===== src/rtl/meas_pkg.sv =====
// Package for the phase current and bus voltage measurement block.
// Assumes a 32-bit APB slave with word-aligned registers at index * 4.
package meas_pkg;

  // Register indices; the byte address is four times the index
  localparam logic [7:0] IDX_PHASE_U   = 8'h7a;
  localparam logic [7:0] IDX_PHASE_V   = 8'h7b;
  localparam logic [7:0] IDX_PHASE_W   = 8'h7c;
  localparam logic [7:0] IDX_ALPHA     = 8'h7e;
  localparam logic [7:0] IDX_BETA      = 8'h7f;
  localparam logic [7:0] IDX_VDC_RAW   = 8'h88;
  localparam logic [7:0] IDX_CONFIG    = 8'h90;
  localparam logic [7:0] IDX_OFFSET_U  = 8'h91;
  localparam logic [7:0] IDX_OFFSET_V  = 8'h92;
  localparam logic [7:0] IDX_ADC_GAIN  = 8'h93;
  localparam logic [7:0] IDX_CYCLES    = 8'h94;

  // Field positions and reset values
  localparam int          CFG_SINGLE_BIT = 0;
  localparam logic [15:0] CFG_RESET      = 16'h0000;
  localparam logic [11:0] OFFSET_RESET   = 12'h000;
  localparam logic [15:0] GAIN_RESET     = 16'h1000;
  localparam int          GAIN_FRAC      = 12;

  // Result limits in ADC counts
  localparam logic signed [15:0] CUR_MAX = 16'sh07ff;
  localparam logic signed [15:0] CUR_MIN = -16'sh07ff;
  localparam logic [15:0]        VDC_MAX = 16'h0fff;

  // Clarke scaling: 1/sqrt(3) as a Q15 fraction
  localparam logic signed [31:0] INV_SQRT3_Q15 = 32'sh0000_49e7;
  localparam int                 CLARKE_FRAC   = 15;

  // Published measurement results
  typedef struct packed {
    logic signed [15:0] phase_u;
    logic signed [15:0] phase_v;
    logic signed [15:0] phase_w;
    logic signed [15:0] alpha;
    logic signed [15:0] beta;
    logic [15:0]        vdc;
  } results_t;

  // One reconstructed phase pair
  typedef struct packed {
    logic signed [15:0] u;
    logic signed [15:0] v;
  } phase_pair_t;

endpackage : meas_pkg


===== src/rtl/phase_meas.sv =====
// Phase current reconstruction, Clarke transform and bus voltage sampling.
// Assumes ADC samples, sector and the PWM strobe come from logic on REF_CLK_I,
// valid in the cycle in which PWM_SYNC_I is high.
`timescale 1ns/1ps
module phase_meas #(
  parameter int ADC_W = 12  // ADC sample width
) (
  // Clock and reset
  input  wire logic             REF_CLK_I,
  input  wire logic             RST_N_I,
  // APB slave
  input  wire logic             PSEL_I,
  input  wire logic             PENABLE_I,
  input  wire logic             PWRITE_I,
  input  wire logic [11:0]      PADDR_I,
  input  wire logic [31:0]      PWDATA_I,
  output logic      [31:0]      PRDATA_O,
  output logic                  PREADY_O,
  output logic                  PSLVERR_O,
  // ADC samples and PWM timing
  input  wire logic             PWM_SYNC_I,
  input  wire logic [2:0]       SECTOR_I,
  input  wire logic [ADC_W-1:0] SHUNT_A_I,
  input  wire logic [ADC_W-1:0] SHUNT_B_I,
  input  wire logic [ADC_W-1:0] VDC_ADC_I,
  // Result update pulse
  output logic                  RESULT_VALID_O
);

  // Clamp to the published current range
  function automatic logic signed [15:0] sat_cur(input logic signed [31:0] x);
    if (x > 32'(meas_pkg::CUR_MAX)) begin
      sat_cur = meas_pkg::CUR_MAX;
    end else if (x < 32'(meas_pkg::CUR_MIN)) begin
      sat_cur = meas_pkg::CUR_MIN;
    end else begin
      sat_cur = x[15:0];
    end
  endfunction : sat_cur

  // Offset removal and gain compensation of one raw sample
  function automatic logic signed [15:0] compensate(input logic [ADC_W-1:0] raw,
                                                    input logic [11:0]      offs,
                                                    input logic [15:0]      gain);
    logic signed [31:0] diff;
    logic signed [31:0] prod;
    diff = $signed(32'(raw)) - $signed(32'(offs));
    prod = diff * $signed({16'h0000, gain});
    compensate = sat_cur(prod >>> meas_pkg::GAIN_FRAC);
  endfunction : compensate

  // Map the two link samples to phases U and V by PWM sector
  function automatic meas_pkg::phase_pair_t from_link(input logic signed [15:0] a,
                                                      input logic signed [15:0] b,
                                                      input logic [2:0]         sec);
    logic signed [31:0] sa;
    logic signed [31:0] sb;
    sa = 32'(a);
    sb = 32'(b);
    from_link.u = 16'sh0000;
    from_link.v = 16'sh0000;
    unique case (sec)
      3'd1: begin  // A is +U, B is -W
        from_link.u = sat_cur(sa);
        from_link.v = sat_cur(sb - sa);
      end
      3'd2: begin  // A is +V, B is -W
        from_link.u = sat_cur(sb - sa);
        from_link.v = sat_cur(sa);
      end
      3'd3: begin  // A is +V, B is -U
        from_link.u = sat_cur(-sb);
        from_link.v = sat_cur(sa);
      end
      3'd4: begin  // A is +W, B is -U
        from_link.u = sat_cur(-sb);
        from_link.v = sat_cur(sb - sa);
      end
      3'd5: begin  // A is +W, B is -V
        from_link.u = sat_cur(sb - sa);
        from_link.v = sat_cur(-sb);
      end
      3'd6: begin  // A is +U, B is -V
        from_link.u = sat_cur(sa);
        from_link.v = sat_cur(-sb);
      end
      default: begin  // Illegal sector gives zero rather than a wrong phase
        from_link.u = 16'sh0000;
        from_link.v = 16'sh0000;
      end
    endcase
  endfunction : from_link

  // Byte address of a register index
  function automatic logic [11:0] addr_of(input logic [7:0] idx);
    addr_of = {2'b00, idx, 2'b00};
  endfunction : addr_of

  // Software configuration and PWM update counter
  logic        single_shunt_q;  // 1: one link shunt, 0: leg shunts
  logic [11:0] offset_u_q;      // U-leg or link offset
  logic [11:0] offset_v_q;      // V-leg offset
  logic [15:0] gain_q;          // ADC gain, Q12
  logic [15:0] cycles_q;        // Count of PWM updates, wraps

  // Results and datapath
  meas_pkg::results_t    res_q;     // Published values
  meas_pkg::phase_pair_t pair_d;    // Reconstructed U and V
  logic signed [15:0]    comp_a;    // Compensated sample A
  logic signed [15:0]    comp_b;    // Compensated sample B
  logic signed [15:0]    w_d;       // Derived phase W
  logic signed [15:0]    beta_d;    // Clarke beta
  logic                  valid_q;   // Update pulse

  // APB decode
  logic        access;    // Access phase, answer not yet given
  logic        done;      // Handshake edge
  logic [31:0] rdata_d;   // Read mux
  logic        mapped_d;  // Address hits a register
  logic        wr_ok;     // Write that takes effect

  // Offset and gain compensation; link mode uses one offset for both samples
  always_comb begin
    comp_a = compensate(SHUNT_A_I, offset_u_q, gain_q);
    comp_b = compensate(SHUNT_B_I, single_shunt_q ? offset_u_q : offset_v_q, gain_q);
  end

  // Phase reconstruction, W and Clarke beta in one combinational step
  always_comb begin
    if (single_shunt_q) begin
      pair_d = from_link(comp_a, comp_b, SECTOR_I);
    end else begin
      pair_d.u = comp_a;
      pair_d.v = comp_b;
    end
    w_d    = sat_cur(-(32'(pair_d.u) + 32'(pair_d.v)));
    beta_d = sat_cur(((32'(pair_d.u) + 2 * 32'(pair_d.v)) * meas_pkg::INV_SQRT3_Q15)
                     >>> meas_pkg::CLARKE_FRAC);
  end

  // Results all refresh together on the PWM strobe, so a read never mixes cycles
  always_ff @(posedge REF_CLK_I or negedge RST_N_I) begin
    if (!RST_N_I) begin
      res_q <= '0;
    end else if (PWM_SYNC_I) begin
      res_q.phase_u <= pair_d.u;
      res_q.phase_v <= pair_d.v;
      res_q.phase_w <= w_d;
      res_q.alpha   <= pair_d.u;
      res_q.beta    <= beta_d;
      res_q.vdc     <= 16'(VDC_ADC_I) & meas_pkg::VDC_MAX;
    end
  end

  // Update pulse and cycle counter
  always_ff @(posedge REF_CLK_I or negedge RST_N_I) begin
    if (!RST_N_I) begin
      valid_q  <= 1'b0;
      cycles_q <= 16'h0000;
    end else begin
      valid_q <= PWM_SYNC_I;
      if (PWM_SYNC_I) begin
        cycles_q <= cycles_q + 16'h0001;
      end
    end
  end

  // APB: one wait state so that ready and data leave flip-flops
  assign access = PSEL_I && PENABLE_I && !PREADY_O;
  assign done   = PSEL_I && PENABLE_I && PREADY_O;
  assign wr_ok  = done && PWRITE_I && !PSLVERR_O;

  // Read mux; narrow values sit in the low bits, upper bits zero, not sign-extended
  always_comb begin
    rdata_d  = 32'h0000_0000;
    mapped_d = 1'b1;
    unique case (PADDR_I)
      addr_of(meas_pkg::IDX_PHASE_U):  rdata_d = {16'h0000, res_q.phase_u};
      addr_of(meas_pkg::IDX_PHASE_V):  rdata_d = {16'h0000, res_q.phase_v};
      addr_of(meas_pkg::IDX_PHASE_W):  rdata_d = {16'h0000, res_q.phase_w};
      addr_of(meas_pkg::IDX_ALPHA):    rdata_d = {16'h0000, res_q.alpha};
      addr_of(meas_pkg::IDX_BETA):     rdata_d = {16'h0000, res_q.beta};
      addr_of(meas_pkg::IDX_VDC_RAW):  rdata_d = {16'h0000, res_q.vdc};
      addr_of(meas_pkg::IDX_CONFIG):   rdata_d = {31'h0000_0000, single_shunt_q};
      addr_of(meas_pkg::IDX_OFFSET_U): rdata_d = {20'h0_0000, offset_u_q};
      addr_of(meas_pkg::IDX_OFFSET_V): rdata_d = {20'h0_0000, offset_v_q};
      addr_of(meas_pkg::IDX_ADC_GAIN): rdata_d = {16'h0000, gain_q};
      addr_of(meas_pkg::IDX_CYCLES):   rdata_d = {16'h0000, cycles_q};
      default:                         mapped_d = 1'b0;
    endcase
  end

  // Answer: ready, read data and error all registered in the first access cycle
  always_ff @(posedge REF_CLK_I or negedge RST_N_I) begin
    if (!RST_N_I) begin
      PREADY_O  <= 1'b0;
      PSLVERR_O <= 1'b0;
      PRDATA_O  <= 32'h0000_0000;
    end else begin
      PREADY_O  <= access;
      PSLVERR_O <= access && !mapped_d;
      if (access) begin
        PRDATA_O <= PWRITE_I ? 32'h0000_0000 : rdata_d;
      end
    end
  end

  // Configuration writes take effect only at the handshake edge
  always_ff @(posedge REF_CLK_I or negedge RST_N_I) begin
    if (!RST_N_I) begin
      single_shunt_q <= meas_pkg::CFG_RESET[meas_pkg::CFG_SINGLE_BIT];
      offset_u_q     <= meas_pkg::OFFSET_RESET;
      offset_v_q     <= meas_pkg::OFFSET_RESET;
      gain_q         <= meas_pkg::GAIN_RESET;
    end else if (wr_ok) begin
      // Result registers ignore writes; they are read-only
      if (PADDR_I == addr_of(meas_pkg::IDX_CONFIG)) begin
        single_shunt_q <= PWDATA_I[meas_pkg::CFG_SINGLE_BIT];
      end
      if (PADDR_I == addr_of(meas_pkg::IDX_OFFSET_U)) begin
        offset_u_q <= PWDATA_I[11:0];
      end
      if (PADDR_I == addr_of(meas_pkg::IDX_OFFSET_V)) begin
        offset_v_q <= PWDATA_I[11:0];
      end
      if (PADDR_I == addr_of(meas_pkg::IDX_ADC_GAIN)) begin
        gain_q <= PWDATA_I[15:0];
      end
    end
  end

  // Update pulse leaves a flip-flop
  assign RESULT_VALID_O = valid_q;
endmodule : phase_meas


===== config.mk =====
export PLATFORM = sky130hd
export DESIGN_NAME = phase_meas
export DESIGN_NICKNAME = d
export VERILOG_FILES = /design/src/rtl/meas_pkg.sv /design/src/rtl/phase_meas.sv
export SDC_FILE = /design/constraint.sdc
export NUM_CORES = 2
export LEC_CHECK = 0
export BUFFER_PORTS_ARGS = -buffer_cell sky130_fd_sc_hd__buf_2
export CAP_MARGIN = 30
export CORE_MARGIN = 4
export CORE_UTILIZATION = 40
export CTS_BUF_LIST = sky130_fd_sc_hd__clkbuf_16
export DETAILED_ROUTE_END_ITERATION = 12
export GPL_TIMING_DRIVEN = 0
export SLEW_MARGIN = 10
export SYNTH_ARGS = -nofsm -noshare
export SYNTH_HDL_FRONTEND = slang
export SYNTH_SLANG_ARGS = --single-unit

===== constraint.sdc =====
create_clock -name REF_CLK_I -period 25.8 [get_ports REF_CLK_I]
set_input_delay 5.16 -clock REF_CLK_I [delete_from_list [all_inputs] [get_ports REF_CLK_I]]
set_output_delay 5.16 -clock REF_CLK_I [all_outputs]
set_load 0.05 [all_outputs]

==> run summary <==
sum of buffers and inverters on the critical path = 14
Post-Layout Cell Count = 4964
I/O pins = 124
area grow syn2layout = 12.08%
Tmin final = 25150 ps
placed cells = 4880
Worst path slowest cell = a31oi_1
Vias = 27241
status = finished clean
post-synthesis cell count = 3720
via count of the first global-routing pass = 27079
GRT overflow = 0
Crit Path Class = primary input to flop
Max Slew Vio Count = 0
post-route antenna net violation count = 0
GRT Overall Usage = 22.73%
Syn Area/Cell = 8.687 um2
I/O Buffers = 90
clock latency at the later pin of the worst-skew pair = 440 ps
Hold Crit Class = flop to flop
remaining routing DRC violations = 0
first-pass GRT wire length = 154.4 mm
max-cap violation count = 0
met3 Usage GRT = 3.753%
vias per cell = 5.488
WHS Path Cells = 2
WP data required = 26090 ps
critical path arrival = 25440 ps
CTS HTree Levels = 4
clk buf depth = 2
CORE AREA = 79520 um2
WL final = 98.34 mm
layout cells sized above 1 = 12.57%
number of buffers created by CTS = 17
met1 GRT Util = 31.11%
area of the die = 85400 um2
slowest cell delay on critical path = 610 ps
crit-path leading delay family = adder cells
fillers = 7882
Seq cells post-synth = 152
dpl cell area = 34200 um2
setup_tns = 0 ps
fin crit share = 97.49%
Synth area leaders = fa_1, ha_1, dfrtp_1, inv_1, nand2_1
initial DRC count = 1948
r2r worst-path depth = 88
CTS sink count = 152
top cells by count, synth = inv_1, fa_1, ha_1, nand2_1, nor2_1
Storage cell area = 3805 um2
CTS tree = done
DR WL/cell = 19.81 um
post-synthesis sequential area ratio = 11.77%
crit-path max FO = 9
hold-fix buffers at CTS = 0
routability cong. = 0.9219
CP most frequent cell = fa_1
Initial Util = 40.64%
Most Used Layer, Global Route = met2
met2 GRT Util = 37.71%
Ys Warns = 0
Synth cell types = 96
final instance area = 36220 um2
Setup crit end kind = flop
prevailing post-synth register cell = dfrtp_1
Rows = 103
Multi-input gate area = 26410 um2
Fin. Hold Viols = 0
crit start category = primary input
ys async rst share = 100.0%
most frequent cell after synthesis = inv_1
post-synth top area share = 25.46%
synthesized cell area = 32320 um2
Achievable Freq = 39.76 MHz
Post-synth EDFFs = 0
CTS Root Cell = clkbuf_16
detailed-router iteration count before antenna repair = 8
largest net degree at the start of global routing = 107
Synth area leader = fa_1
Tightest Pin Transition = 1035 ps
Max-slew headroom = 30.99%
DIE WIDTH = 292.2 um
number of cells on the critical path = 87
initial antenna violation count = 1
clk slew on worst S/H paths = 70 ps
Finish-stage setup viols = 0
Detail Placement HPWL = 81.86 mm
Die Ht = 292.2 um
Clock Skew = 10.27 ps
unrepaired setup endpoints after global routing = yes
Post-layout nets = 4806
kinds of logic (layout without fill, tap and decap cells):
logic type | after synthesis | after routing | synth area share, %
compound gates | 674 | 674 | 14.48
xor+xnor | 150 | 150 | 4.065
fa+ha+maj | 817 | 817 | 41.18
buf+inv | 787 | 964 | 9.400
flops | 152 | 152 | 11.77
mux | 98 | 98 | 3.337
other cells | 1 | 17 | 0.01160
simple gates | 1041 | 1042 | 15.75
tightest hold or removal path: cells and delay by family, from the launching register on:
family / cells / cell delay (ps)
AOI/OAI and AO/OA: 1 / 60
and+or+nand+nor: 1 / 50
DFF: 1 / 340
what timing repair did:
| item | CTS | global route |
|---|---|---|
| setup buffers | 27 | 24 |
| cloned | 0 | 1 |
| setup endpoints to repair | 16 | 16 |
| pin swaps | 24 | 33 |
| gates resized for setup | 99 | 103 |
cell usage in the layout (no fill, tap or decap), drive strengths merged, types with 20 or more instances in the layout:
cell type / instances
xnor2: 89
a21oi: 170
nand4: 26
or2: 32
dfrtp: 151
a22oi: 22
a31oi: 26
nand3: 64
nand2: 381
inv: 619
xor2: 61
o211ai: 22
fa: 411
nor2b: 49
ha: 406
mux2: 78
o21a: 24
and2: 120
nor3: 47
or3: 24
and3: 24
buf: 179
o21ai: 107
nand2b: 48
a211oi: 26
mux2i: 20
clkbuf: 158
nor2: 179
a21o: 79
sequential cells by signal (all words and copies together) (netlist names):
| register | count |
|---|---|
| offset_u_q | 12 |
| res_q | 76 |
| PREADY_O | 1 |
| RESULT_VALID_O | 1 |
| PSLVERR_O | 1 |
| single_shunt_q | 1 |
| cycles_q | 16 |
| PRDATA_O | 16 |
| offset_v_q | 12 |
| gain_q | 16 |
routing by layer:
| layer | up-vias | wire, um | share of wire (%) |
|---|---|---|---|
| met5 | - | 20 | 0.020 |
| met4 | 2 | 2734 | 2.8 |
| met3 | 159 | 6517 | 6.6 |
| met2 | 853 | 46770 | 48 |
| met1 | 13536 | 42290 | 43 |
| li1 | 12691 | - | - |
metrics by stage:
stage | hold WS, ps | worst slack (ps) | utilization [%]
after floorplan | 444.5 | 872.3 | -
after global placement | 468.0 | -3436 | 42.93
after detailed placement | 477.9 | -3369 | 43.02
after CTS | 490.3 | 102.6 | 44.68
after global routing | 504.6 | -112.8 | 45.55
final | 487.4 | 647.1 | 45.55
cell type report:
cell class	count	share of cell area, %
Multi-Input combinational cell	2797	72.93
Sequential cell	152	10.51
Inverter	612	6.342
Tap cell	1050	3.627
Timing Repair Buffer	150	2.688
Buffer	170	2.097
Clock buffer	17	1.175
Clock inverter	15	0.6322
Antenna cell	1	0.006909
path summary, 6_finish.rpt:
check	from	end	slack, ps
min	PRDATA_O[12]	PRDATA_O[12]	490
max reg2reg	single_shunt_q	res_q[18]	2840
min reg2reg	PRDATA_O[12]	PRDATA_O[12]	490
min in group asynchronous	RST_N_I	gain_q[13]	4610
max	SHUNT_A_I[0]	res_q[18]	650
max in group asynchronous	RST_N_I	cycles_q[12]	20330
Power is not shown: default switching activity piles up to over one toggle a cycle in this logic, so the estimate is an artifact.
